<file path="src/rtl/evm_pkg.sv">
package evm_pkg;

    // ----------------------------------------------------------------
    // time base
    // ----------------------------------------------------------------
    localparam int unsigned CLK_HZ      = 100_000_000;
    localparam int unsigned XTAL_HZ     = 32_768;
    localparam logic [26:0] PH_MOD      = 27'(CLK_HZ);
    localparam logic [26:0] PH_STEP     = 27'(XTAL_HZ);

    // filter times in microseconds, rounded up to crystal ticks
    localparam longint      FILT1_US    = 3_900;
    localparam longint      FILT2_US    = 15_200;
    localparam longint      FILT3_US    = 31_250;
    localparam logic [10:0] FILT1_TICKS = 11'((FILT1_US * XTAL_HZ + 999_999) / 1_000_000);
    localparam logic [10:0] FILT2_TICKS = 11'((FILT2_US * XTAL_HZ + 999_999) / 1_000_000);
    localparam logic [10:0] FILT3_TICKS = 11'((FILT3_US * XTAL_HZ + 999_999) / 1_000_000);

    // sampling periods in milliseconds, as crystal ticks
    localparam longint      SMPQ_MS     = 4_000;
    localparam longint      SMP1_MS     = 1_000;
    localparam longint      SMP2_MS     = 500;
    localparam logic [17:0] SMPQ_TICKS  = 18'(SMPQ_MS * XTAL_HZ / 1_000);
    localparam logic [17:0] SMP1_TICKS  = 18'(SMP1_MS * XTAL_HZ / 1_000);
    localparam logic [17:0] SMP2_TICKS  = 18'(SMP2_MS * XTAL_HZ / 1_000);
    localparam logic [17:0] SETTLE_TICKS = 18'h0_0002;

    // ----------------------------------------------------------------
    // register map: index, byte address is four times the index
    // ----------------------------------------------------------------
    localparam logic [5:0]  IDX_CTRL    = 6'h00;
    localparam logic [5:0]  IDX_STAT    = 6'h01;
    localparam logic [5:0]  IDX_STAMP0  = 6'h14;
    localparam logic [5:0]  IDX_STAMP5  = 6'h19;
    localparam logic [31:0] CTRL_RST    = 32'h0000_0000;
    localparam int          C_EN = 0, C_BATEN = 1, C_PU = 2, C_FILT = 3, C_SMP = 5;
    localparam int          C_STAMP = 7, C_FRZ = 8, C_LP = 9, C_FO = 12;
    localparam int          S_EVT = 0, S_PLF = 1, S_BATT = 2, S_SEAL = 3;
    localparam logic [1:0]  RESP_OKAY   = 2'h0;
    localparam logic [1:0]  RESP_SLVERR = 2'h2;
    localparam logic [1:0]  SMP_CONT    = 2'h0;

    typedef enum logic [2:0] {
        PWR_SEAL = 3'b001,
        PWR_MAIN = 3'b010,
        PWR_BATT = 3'b100
    } evm_pwr_e;

    typedef struct packed {
        logic main_present;
        logic below_bat_hys;
        logic below_trip;
        logic above_bat_hys;
        logic above_trip_hys;
    } evm_cmp_s;

    typedef struct packed {
        logic [7:0] year;
        logic [7:0] month;
        logic [7:0] date;
        logic [7:0] hour;
        logic [7:0] minute;
        logic [7:0] second;
    } evm_time_s;

endpackage

</file>
<file path="src/rtl/evm_top.sv">
// Implementation choices: the AXI4-Lite register port and the register addresses.
`timescale 1ns/100ps
// Behaviour
// - high on tamper input means event
// - enable bit cleared gates input off
// - control bit keeps detection in battery
// - detect output low until flag or enable bit cleared
// - valid high sets event flag
// - detect output and optional time stamp
// - optional freeze of clock registers
// - software switches input pull-up
// - input stable for selected filter time
// - continuous or 1/4, 1, 2 Hz sampling
// - battery needs both compares, either recovers
// - battery mode shuts serial bus off
// - other pins stay active in battery
// - flag total power loss after restart
// - low-power bit ignores trip compare
// - no battery draw before main power
// - select alarm interrupt or clock out
// - sampling pulses input sensing on/off
// - stamp readable at indices 14h-19h
module evm_top
    import evm_pkg::*;
(
    input  wire logic             aclk,
    input  wire logic             aresetn,
    input  wire logic [7:0]       s_axi_awaddr,
    input  wire logic             s_axi_awvalid,
    output logic                  s_axi_awready,
    input  wire logic [31:0]      s_axi_wdata,
    input  wire logic [3:0]       s_axi_wstrb,
    input  wire logic             s_axi_wvalid,
    output logic                  s_axi_wready,
    output logic [1:0]            s_axi_bresp,
    output logic                  s_axi_bvalid,
    input  wire logic             s_axi_bready,
    input  wire logic [7:0]       s_axi_araddr,
    input  wire logic             s_axi_arvalid,
    output logic                  s_axi_arready,
    output logic [31:0]           s_axi_rdata,
    output logic [1:0]            s_axi_rresp,
    output logic                  s_axi_rvalid,
    input  wire logic             s_axi_rready,
    input  wire logic             tamper_input_pin,
    input  wire evm_pkg::evm_cmp_s supply_compare,
    input  wire evm_pkg::evm_time_s time_now,
    input  wire logic             alarm_irq,
    output logic                  tamper_detect_output_oe,
    output logic                  tamper_pullup_en,
    output logic                  tamper_sense_en,
    output logic                  rtc_freeze,
    output logic                  serial_bus_en,
    output logic                  battery_mode,
    output logic                  battery_draw_en,
    output logic                  alarm_or_clock_out_pin_oe
);
    import evm_pkg::*;

    // ----------------------------------------------------------------
    // crystal tick from a phase accumulator
    // ----------------------------------------------------------------
    logic [26:0] phase, next_phase;
    logic        xtal_tick, next_xtal_tick;

    // 32.768 kHz enable pulse, one aclk wide
    always_comb begin
        logic [26:0] sum;
        sum            = phase + PH_STEP;
        next_phase     = sum;
        next_xtal_tick = 1'b0;
        if (sum >= PH_MOD) begin
            next_phase     = sum - PH_MOD;
            next_xtal_tick = 1'b1;
        end
    end

    always_ff @(posedge aclk) begin
        if (!aresetn) begin
            phase     <= 27'h000_0000;
            xtal_tick <= 1'b0;
        end else begin
            phase     <= next_phase;
            xtal_tick <= next_xtal_tick;
        end
    end

    // ----------------------------------------------------------------
    // pin synchronisers
    // ----------------------------------------------------------------
    logic     pin_s1, pin_s2;
    evm_cmp_s cmp_s1, cmp_s2;

    // two flops each; only the second stage is used
    always_ff @(posedge aclk) begin
        if (!aresetn) begin
            pin_s1 <= 1'b0;
            pin_s2 <= 1'b0;
            cmp_s1 <= '0;
            cmp_s2 <= '0;
        end else begin
            pin_s1 <= tamper_input_pin;
            pin_s2 <= pin_s1;
            cmp_s1 <= supply_compare;
            cmp_s2 <= cmp_s1;
        end
    end

    // ----------------------------------------------------------------
    // supply mode state machine
    // ----------------------------------------------------------------
    evm_pwr_e pwr, next_pwr;
    logic [31:0] ctrl, next_ctrl;

    always_comb begin
        next_pwr = pwr;
        unique case (pwr)
            PWR_SEAL: begin
                if (cmp_s2.main_present) begin
                    next_pwr = PWR_MAIN;
                end
            end
            PWR_MAIN: begin
                if (ctrl[C_LP] && cmp_s2.below_bat_hys) begin
                    next_pwr = PWR_BATT;
                end else if (!ctrl[C_LP] && cmp_s2.below_bat_hys && cmp_s2.below_trip) begin
                    next_pwr = PWR_BATT;
                end
            end
            PWR_BATT: begin
                if (cmp_s2.above_bat_hys || (!ctrl[C_LP] && cmp_s2.above_trip_hys)) begin
                    next_pwr = PWR_MAIN;
                end
            end
        endcase
    end

    always_ff @(posedge aclk) begin
        if (!aresetn) begin
            pwr <= PWR_SEAL;
        end else begin
            pwr <= next_pwr;
        end
    end

    // ----------------------------------------------------------------
    // sampling window and glitch filter
    // ----------------------------------------------------------------
    logic [17:0] smp_cnt, next_smp_cnt, smp_period;
    logic [10:0] filt_cnt, next_filt_cnt, filt_ticks;
    logic [14:0] fo_cnt, next_fo_cnt;
    logic        armed, sense_on, gated_in, valid_in;

    // selections, arming and the debounced event
    always_comb begin
        unique case (ctrl[C_FILT +: 2])
            2'h0: filt_ticks = 11'h000;
            2'h1: filt_ticks = FILT1_TICKS;
            2'h2: filt_ticks = FILT2_TICKS;
            2'h3: filt_ticks = FILT3_TICKS;
        endcase
        unique case (ctrl[C_SMP +: 2])
            2'h0: smp_period = 18'h0_0000;
            2'h1: smp_period = SMPQ_TICKS;
            2'h2: smp_period = SMP1_TICKS;
            2'h3: smp_period = SMP2_TICKS;
        endcase
        armed    = ctrl[C_EN] && (pwr != PWR_BATT || ctrl[C_BATEN]);
        sense_on = (ctrl[C_SMP +: 2] == SMP_CONT)
                   || (smp_cnt < {7'h00, filt_ticks} + SETTLE_TICKS);
        gated_in = pin_s2 && armed && sense_on;
        valid_in = gated_in && (filt_cnt >= filt_ticks);
        next_smp_cnt = 18'h0_0000;
        if (ctrl[C_SMP +: 2] != SMP_CONT) begin
            next_smp_cnt = smp_cnt;
            if (xtal_tick) begin
                next_smp_cnt = (smp_cnt >= smp_period - 18'h0_0001) ? 18'h0_0000
                                                                    : smp_cnt + 18'h0_0001;
            end
        end
        next_filt_cnt = 11'h000;
        if (gated_in) begin
            next_filt_cnt = filt_cnt;
            if (xtal_tick && filt_cnt < filt_ticks) begin
                next_filt_cnt = filt_cnt + 11'h001;
            end
        end
        next_fo_cnt = xtal_tick ? fo_cnt + 15'h0001 : fo_cnt;
    end

    always_ff @(posedge aclk) begin
        if (!aresetn) begin
            smp_cnt  <= 18'h0_0000;
            filt_cnt <= 11'h000;
            fo_cnt   <= 15'h0000;
        end else begin
            smp_cnt  <= next_smp_cnt;
            filt_cnt <= next_filt_cnt;
            fo_cnt   <= next_fo_cnt;
        end
    end

    // ----------------------------------------------------------------
    // register file, flags, time stamp and AXI4-Lite slave
    // ----------------------------------------------------------------
    logic        evt_flag, next_evt_flag, plf_flag, next_plf_flag, evt_set;
    logic [7:0]  stamp [6];
    logic [7:0]  next_stamp [6];
    logic        next_awready, next_wready, next_bvalid, next_arready, next_rvalid;
    logic [1:0]  next_bresp, next_rresp;
    logic [31:0] next_rdata;

    always_comb begin
        logic [5:0] widx, ridx;
        logic       wr_fire, rd_fire;
        widx         = s_axi_awaddr[7:2];
        ridx         = s_axi_araddr[7:2];
        wr_fire      = s_axi_awready && s_axi_awvalid && s_axi_wvalid;
        rd_fire      = s_axi_arready && s_axi_arvalid;
        next_awready = s_axi_awvalid && s_axi_wvalid && !s_axi_awready && !s_axi_bvalid;
        next_wready  = next_awready;
        next_arready = s_axi_arvalid && !s_axi_arready && !s_axi_rvalid;
        next_bvalid  = s_axi_bvalid && !s_axi_bready;
        next_bresp   = s_axi_bresp;
        next_rvalid  = s_axi_rvalid && !s_axi_rready;
        next_rresp   = s_axi_rresp;
        next_rdata   = s_axi_rdata;
        next_ctrl    = ctrl;
        next_evt_flag = evt_flag;
        next_plf_flag = plf_flag;
        evt_set      = valid_in && !evt_flag;
        for (int i = 0; i < 6; i++) begin
            next_stamp[i] = stamp[i];
        end
        if (wr_fire) begin
            next_bvalid = 1'b1;
            next_bresp  = RESP_OKAY;
            if (widx == IDX_CTRL) begin
                for (int b = 0; b < 4; b++) begin
                    if (s_axi_wstrb[b]) begin
                        next_ctrl[8*b +: 8] = s_axi_wdata[8*b +: 8];
                    end
                end
            end else if (widx == IDX_STAT) begin
                if (s_axi_wstrb[0] && s_axi_wdata[S_EVT]) begin
                    next_evt_flag = 1'b0;
                end
                if (s_axi_wstrb[0] && s_axi_wdata[S_PLF]) begin
                    next_plf_flag = 1'b0;
                end
            end else if (widx < IDX_STAMP0 || widx > IDX_STAMP5) begin
                next_bresp = RESP_SLVERR;
            end
        end
        // a set in the clearing cycle wins; only a fresh event re-stamps
        if (valid_in) begin
            next_evt_flag = 1'b1;
        end
        if (evt_set && ctrl[C_STAMP]) begin
            for (int i = 0; i < 6; i++) begin
                next_stamp[i] = time_now[8*i +: 8];
            end
        end
        if (rd_fire) begin
            next_rvalid = 1'b1;
            next_rresp  = RESP_OKAY;
            next_rdata  = 32'h0000_0000;
            if (ridx == IDX_CTRL) begin
                next_rdata = ctrl;
            end else if (ridx == IDX_STAT) begin
                next_rdata[S_EVT]  = evt_flag;
                next_rdata[S_PLF]  = plf_flag;
                next_rdata[S_BATT] = (pwr == PWR_BATT);
                next_rdata[S_SEAL] = (pwr == PWR_SEAL);
            end else if (ridx >= IDX_STAMP0 && ridx <= IDX_STAMP5) begin
                next_rdata[7:0] = stamp[3'(ridx - IDX_STAMP0)];
            end else begin
                next_rresp = RESP_SLVERR;
            end
        end
    end

    always_ff @(posedge aclk) begin
        if (!aresetn) begin
            ctrl          <= CTRL_RST;
            evt_flag      <= 1'b0;
            plf_flag      <= 1'b1;
            stamp         <= '{default: 8'h00};
            s_axi_awready <= 1'b0;
            s_axi_wready  <= 1'b0;
            s_axi_bvalid  <= 1'b0;
            s_axi_bresp   <= RESP_OKAY;
            s_axi_arready <= 1'b0;
            s_axi_rvalid  <= 1'b0;
            s_axi_rresp   <= RESP_OKAY;
            s_axi_rdata   <= 32'h0000_0000;
        end else begin
            ctrl          <= next_ctrl;
            evt_flag      <= next_evt_flag;
            plf_flag      <= next_plf_flag;
            stamp         <= next_stamp;
            s_axi_awready <= next_awready;
            s_axi_wready  <= next_wready;
            s_axi_bvalid  <= next_bvalid;
            s_axi_bresp   <= next_bresp;
            s_axi_arready <= next_arready;
            s_axi_rvalid  <= next_rvalid;
            s_axi_rresp   <= next_rresp;
            s_axi_rdata   <= next_rdata;
        end
    end

    // ----------------------------------------------------------------
    // registered pin and supply outputs
    // ----------------------------------------------------------------
    logic next_detect_oe, next_pullup_en, next_sense_en, next_freeze;
    logic next_serial_en, next_draw_en, next_alarm_oe;

    always_comb begin
        logic [3:0] fo;
        fo             = ctrl[C_FO +: 4];
        next_detect_oe = evt_flag && ctrl[C_EN];
        next_pullup_en = ctrl[C_PU] && armed && sense_on;
        next_sense_en  = armed && sense_on;
        next_freeze    = evt_flag && ctrl[C_FRZ];
        next_serial_en = (pwr != PWR_BATT);
        next_draw_en   = (pwr != PWR_SEAL);
        // shared pin stays live in battery mode as well
        if (fo == 4'h0) begin
            next_alarm_oe = alarm_irq;
        end else begin
            next_alarm_oe = !fo_cnt[4'(fo - 4'h1)];
        end
    end

    always_ff @(posedge aclk) begin
        if (!aresetn) begin
            tamper_detect_output_oe   <= 1'b0;
            tamper_pullup_en          <= 1'b0;
            tamper_sense_en           <= 1'b0;
            rtc_freeze                <= 1'b0;
            serial_bus_en             <= 1'b0;
            battery_mode              <= 1'b0;
            battery_draw_en           <= 1'b0;
            alarm_or_clock_out_pin_oe <= 1'b0;
        end else begin
            tamper_detect_output_oe   <= next_detect_oe;
            tamper_pullup_en          <= next_pullup_en;
            tamper_sense_en           <= next_sense_en;
            rtc_freeze                <= next_freeze;
            serial_bus_en             <= next_serial_en;
            battery_mode              <= (pwr == PWR_BATT);
            battery_draw_en           <= next_draw_en;
            alarm_or_clock_out_pin_oe <= next_alarm_oe;
        end
    end

    // ----------------------------------------------------------------
    // checks
    // ----------------------------------------------------------------
    a_flag_sets: assert property (@(posedge aclk) disable iff (!aresetn)
        valid_in |=> evt_flag) else $error("event flag not set");
    a_detect_low: assert property (@(posedge aclk) disable iff (!aresetn)
        evt_flag && ctrl[C_EN] |=> tamper_detect_output_oe) else $error("detect not low");
    a_gate_off: assert property (@(posedge aclk) disable iff (!aresetn)
        !ctrl[C_EN] && !evt_flag |=> !evt_flag) else $error("event while disabled");
    a_batt_gate: assert property (@(posedge aclk) disable iff (!aresetn)
        pwr == PWR_BATT && !ctrl[C_BATEN] && !evt_flag |=> !evt_flag)
        else $error("event in battery while barred");
    a_stamp_take: assert property (@(posedge aclk) disable iff (!aresetn)
        evt_set && ctrl[C_STAMP] |=> stamp[0] == $past(time_now.second)
        && stamp[5] == $past(time_now.year)) else $error("stamp not captured");
    a_freeze_hold: assert property (@(posedge aclk) disable iff (!aresetn)
        evt_flag && ctrl[C_FRZ] |=> rtc_freeze) else $error("clock not frozen");
    a_filter_wait: assert property (@(posedge aclk) disable iff (!aresetn)
        $rose(gated_in) && filt_ticks != 11'h000 |-> !valid_in) else $error("filter bypassed");
    a_serial_off: assert property (@(posedge aclk) disable iff (!aresetn)
        pwr == PWR_BATT |=> !serial_bus_en) else $error("serial live in battery");
    a_seal_draw: assert property (@(posedge aclk) disable iff (!aresetn)
        pwr == PWR_SEAL |=> !battery_draw_en) else $error("battery drawn before main");
    a_lp_switch: assert property (@(posedge aclk) disable iff (!aresetn)
        pwr == PWR_MAIN && ctrl[C_LP] && cmp_s2.below_bat_hys |=> ##1 battery_mode)
        else $error("low-power switch missed");

endmodule

</file>
<file path="config.mk">
export PLATFORM = sky130hd
export DESIGN_NAME = evm_top
export DESIGN_NICKNAME = d
export VERILOG_FILES = /design/src/rtl/evm_pkg.sv /design/src/rtl/evm_top.sv
export SDC_FILE = /design/constraint.sdc
export NUM_CORES = 1
export LEC_CHECK = 0
export BUFFER_PORTS_ARGS = -buffer_cell sky130_fd_sc_hd__buf_2
export CORE_ASPECT_RATIO = 2
export CORE_MARGIN = 1
export CORE_UTILIZATION = 50
export DETAILED_ROUTE_END_ITERATION = 10
export PLACE_DENSITY = 0.77
export SLEW_MARGIN = 30
export SYNTH_ARGS = -nofsm -noshare
export SYNTH_HDL_FRONTEND = slang
export SYNTH_SLANG_ARGS = --single-unit
</file>
<file path="constraint.sdc">
create_clock -name aclk -period 8.4 [get_ports aclk]
set_input_delay 0.84 -clock aclk [delete_from_list [all_inputs] [get_ports aclk]]
set_output_delay 0.84 -clock aclk [all_outputs]
set_load 0.02 [all_outputs]
</file>
## Yosys cells after proc, flatten, opt, wreduce, memory -nomap -nowiden

Cells that the tools add are included.

- Flip-flop bits (word level): 217
- Bits of input ports: 114
- Output and inout port bits: 49
- Word-level logic and storage cells: 178

- $add $sub $neg: 9
- $lt $le $gt $ge: 11
- Equal/unequal tests: 17
- Muxes and demuxes: 34
- Bitwise gates (word level): 2
- Reduce and logical (&&, ||, !) cells: 60

Operators by type and width:

| kind | number |
|---|---|
| $pmux 18 s4 | 1 |
| $pmux 11 s4 | 1 |
| $mux 8 | 4 |
| $logic_and 1x1->1 | 29 |
| $add 27x16->27 const B | 1 |
| $ge 27x27->1 const B | 1 |
| $mux 27 | 1 |
| $sub 27x27->27 const B | 1 |
| $bmux 8 s3 | 1 |
| $mux 24 | 1 |
| $add 18x1->18 const B | 1 |
| $ge 18x18->1 | 1 |
| $lt 18x12->1 | 1 |
| $mux 18 | 1 |
| $sub 18x1->18 const B | 1 |
| $add 15x1->15 const B | 1 |
| $reduce_and 3->1 | 5 |
| $add 11x2->12 const B | 1 |
| $eq 6x1->1 const B | 2 |
| $logic_not 6->1 | 2 |
| $mux 2 | 6 |
| $mux 3 | 4 |
| $add 11x1->11 const B | 1 |
| $ge 11x11->1 | 1 |
| other kinds (30) | 64 |

## Logic depth before layout (Yosys ltp)

- Depth after elaboration: 9
- Mapped depth: 13
- Mapped depth without buffers: 11

## Worst setup path after synthesis

No wires, ideal clock.

- Path kind: register to register
- Start: reg ctrl[3]
- End: reg stamp[28] in the netlist's numbering
- Data arrival time: 2.713 ns
- Required time: 8.328 ns
- Setup slack: 5.615 ns
- Cell stages (with the launch flop): 12
- Path buffers: 2
- Period minus slack after synthesis: 2.785 ns
- Path through: dfxtp_1 -> inv_1 -> ha_1 -> ha_1 -> a21o_1 -> a211o_1 -> a211o_1 -> a21o_1 -> nor4_2 -> buf_4 -> buf_6 -> mux2i_1

- Word-level cells in the longest chain between the ends: 9
- Elaborated cells between the ends (all ways): 13
- Classes of those cells: add/sub (1); order compare (2); eq/ne (3); mux (1); reduce/logical (6)

Ends and longest elaborated chain:

| what | line | text |
|---|---|---|
| start, declared | evm_top.sv:113 | `logic [31:0] ctrl, next_ctrl;` |
| start signal, assigned | evm_top.sv:298 | `ctrl <= next_ctrl;` |
| $eq 2x2->1 (tied with other cells) | evm_top.sv:156 | `unique case (ctrl[C_FILT +: 2])` |
| $pmux 11 s4 * | evm_top.sv:156 |  |
| $add 11x2->12 | evm_top.sv:170 | `\|\| (smp_cnt < {7'h00, filt_ticks} + SETTLE_TICKS);` |
| $lt 18x12->1 | evm_top.sv:170 |  |
| $logic_or 1x1->1 | evm_top.sv:170 |  |
| $logic_and 1x1->1 | evm_top.sv:171 | `gated_in = pin_s2 && armed && sense_on;` |
| $logic_and 1x1->1 * | evm_top.sv:172 | `valid_in = gated_in && (filt_cnt >= filt_ticks);` |
| $logic_and 1x1->1 * | evm_top.sv:231 | `evt_set = valid_in && !evt_flag;` |
| $logic_and 1x1->1 * | evm_top.sv:259 | `if (evt_set && ctrl[C_STAMP]) begin` |
| end signal, assigned | evm_top.sv:301 | `stamp <= next_stamp;` |
| end, declared | evm_top.sv:207 | `logic [7:0] stamp [6];` |

Every way passes the cells marked *; elsewhere a longest branch is shown, timed or not. The select of a mux whose other input is x is not followed.
A chain may end at the register's enable or synchronous reset.

## Worst setup path after layout

- Start: reg ctrl[4]
- End: reg stamp[14] in the netlist's numbering

The elaborated chain is that of the path after synthesis.

==> impl_metrics.env <==
export IMPL_grt_total_usage=0.231
export IMPL_setup_viol=0
export IMPL_die_area_um2=20000
export IMPL_port_buffers=156
export IMPL_period_needed_ps=3430
export IMPL_dpl_worst_slack_ps=4970
export IMPL_total_power_mw=1.91
export IMPL_dp_hpwl_um=16500
export IMPL_synth_edff_count=0
export IMPL_ant_nets=0
export IMPL_clk_pin_slew_worst_paths_ps=60
export IMPL_leakage_nw=4.37
export IMPL_synth_cell_types=68
export IMPL_crit_fanout=48
export IMPL_worstSetupEndpointType="flop"
export IMPL_hold_path_class="reg2reg"
export IMPL_fill_cells=1669
export IMPL_seqPwrFrac=0.524
export IMPL_combPwrFrac=0.052
export IMPL_p_switching_uw=421
export IMPL_synth_seq_cells=207
export IMPL_clkLatencyLatePin_ps=490
export IMPL_synth_seq_area_share=0.427
export IMPL_final_cell_mix="dfxtp_1 (207), nand2_1 (163), buf_2 (155)"
export IMPL_core_region_area_um2=18900
export IMPL_rows=71
export IMPL_placed_area_um2=10600
export IMPL_tns_ps=0
export IMPL_htree_levels=1
export IMPL_relSlewSlack=0.396
export IMPL_cts_hold_buf=0
export IMPL_finalNetCount=1345
export IMPL_antenna_found_initial=0
export IMPL_grt_pass1_vias=7916
export IMPL_synth_area_um2=9700
export IMPL_area_growth_pct=14.9
export IMPL_clock_power_share=0.425
export IMPL_clock_path_buffers=3
export IMPL_place_gp_congestion=0.846
export IMPL_antennaDiodeCount=0
export IMPL_slew_viol_final=0
export IMPL_globalRouteOverflowTotal=0
export IMPL_drt_pass1_iterations=5
export IMPL_hold_slack_ps=432
export IMPL_cp_start_kind="flop"
export IMPL_vias_per_cell=5.48
export IMPL_drt_total_wl_um=22700
export IMPL_cts_resized=0
export IMPL_tightest_slew_ps=898
export IMPL_fmax_ghz=0.291
export IMPL_crit_type="reg2reg"
export IMPL_maxCapViolCount=0
export IMPL_p_per_area_nw_per_um2=171
export IMPL_die_w_um=100
export IMPL_post_cts_setup_buffer_count=0
export IMPL_wl_per_cell_um=15.5
export IMPL_ir_drop_v=0.000137
export IMPL_synth_cells=1080
export IMPL_clkSinkCount=207
export IMPL_crit_arrival_ps=3840
export IMPL_cts_tree="yes"
export IMPL_fp_dieH_um=199
export IMPL_p_int_mw=1.49
export IMPL_drt_iter0_drc=385
export IMPL_hold_viol=0
export IMPL_drcViolationCount=0
export IMPL_async_flop_share=0
export IMPL_ys_flop_type="dfxtp_1"
export IMPL_skew_ps=12.9
export IMPL_ys_warn_count=0
export IMPL_initial_core_util=0.513
export IMPL_setup_ws_ps=4970
export IMPL_grt_setup_unrepaired="false"
export IMPL_final_common_cell="dfxtp_1"
export IMPL_finalCritPeriodShare=0.409
export IMPL_p_sw_frac=0.221
export IMPL_required_ps=8810
export IMPL_cts_made_buffers=18
export IMPL_cts_root_buf="clkbuf_16"
export IMPL_drive_gt1_frac=0.189
export IMPL_grt_max_degree=121
export IMPL_fin_area_um2=11100
export IMPL_num_vias=8016
export IMPL_grt_pass1_wl_um=37000
export IMPL_outcome="finished, final reports clean"
export IMPL_ioPinCount=163
export IMPL_syn_area_per_cell_um2=8.98
synthesized netlist by cell type, types with 6 or more instances:
cell,n,area (um2)
ha_1,32,400
xnor2_1,20,175
nand2_1,163,612
inv_1,20,75.1
xor2_1,37,324
and3_1,11,68.8
a21oi_1,57,285
nor3_1,13,65.1
and4_1,8,70.1
buf_2,10,50.1
nand2b_1,8,50.1
mux4_2,11,248
and2_1,21,131
o21ai_0,10,50.1
mux2_2,11,124
clkbuf_1,41,154
a211oi_1,8,60.1
nand3_1,53,265
a31oi_1,6,37.5
nand4_1,21,131
nor2_1,124,465
nor2b_1,7,43.8
dfxtp_1,207,4140
a22oi_1,7,52.6
mux2i_1,86,861
path summary, 6_finish.rpt:
| check | startpoint | endpoint | slack [ps] | depth (start not counted) |
|---|---|---|---|---|
| setup reg to reg | ctrl[4] | stamp[14] | 4970 | 10 |
| hold reg to reg | cmp_s1[3] | cmp_s2[3] | 430 | 1 |
| hold / removal | cmp_s1[3] | cmp_s2[3] | 430 | 1 |
| setup / recovery | ctrl[4] | stamp[14] | 4970 | 10 |
worst max-delay path: stages, from the launching register on:
cell and delay [ps]:
dfxtp_1 420, ha_1 290, inv_1 230, ha_1 250, a21o_1 170, a211o_1 310, a211o_1 280, a21o_1 220
nor4_4 210, buf_4 660, mux2i_1 270
state kept, by name, summed over array words and instances (netlist names), 3 cells and up:
name / flops
ctrl: 32
cmp_s1: 5
cmp_s2: 5
phase: 19
fo_cnt: 15
filt_cnt: 11
pwr: 3
smp_cnt: 18
s_axi_rdata: 32
stamp: 48
per-layer routing:
metal	GRT usage	routed length (um)	vias up
met2	0.436	12000	206
met5	0	0	-
met1	0.247	8790	3783
met3	0.0274	905	63
met4	0.115	1050	0
li1	-	-	3964
power by group through the flow:
stage / sequential (mW) / combinational, mW / clock, mW
floorplan: 1.02 / 0.0538 / 0
global route: 1.00 / 0.108 / 0.864
finish: 0.999 / 0.0984 / 0.810
global placement: 1.02 / 0.0977 / 0
CTS: 0.999 / 0.0993 / 0.824
detailed placement: 1.02 / 0.0989 / 0
through the flow:
| step | utilization | std cells |
|---|---|---|
| finish | 0.589 | 1464 |
| global route | 0.589 | 1464 |
| floorplan | - | 1081 |
| global placement | 0.559 | 1434 |
| CTS | 0.589 | 1464 |
| detailed placement | 0.559 | 1434 |
cell families after synthesis:
kind of cell               Yosys count  synth area share
and+or+nand+nor                    454             0.216
buffers and inverters               85            0.0384
muxes                              108             0.127
DFF                                207             0.427
xor gates and xnor gates            61            0.0582
other                                1          0.000387
adders and majority gates           32            0.0413
AOI/OAI and AO/OA                  132            0.0908
final cells by class:
class	instances	area [um2]	area share
multi-input cells	789	5200	0.467
well taps	255	319	0.0286
clock buffers	29	563	0.0505
inverters	21	80.1	0.00718
repair buffers	162	832	0.0747
clock inverters	1	5.00	0.000449
flip-flops and latches	207	4140	0.372
(Power assumes the default switching activity.)
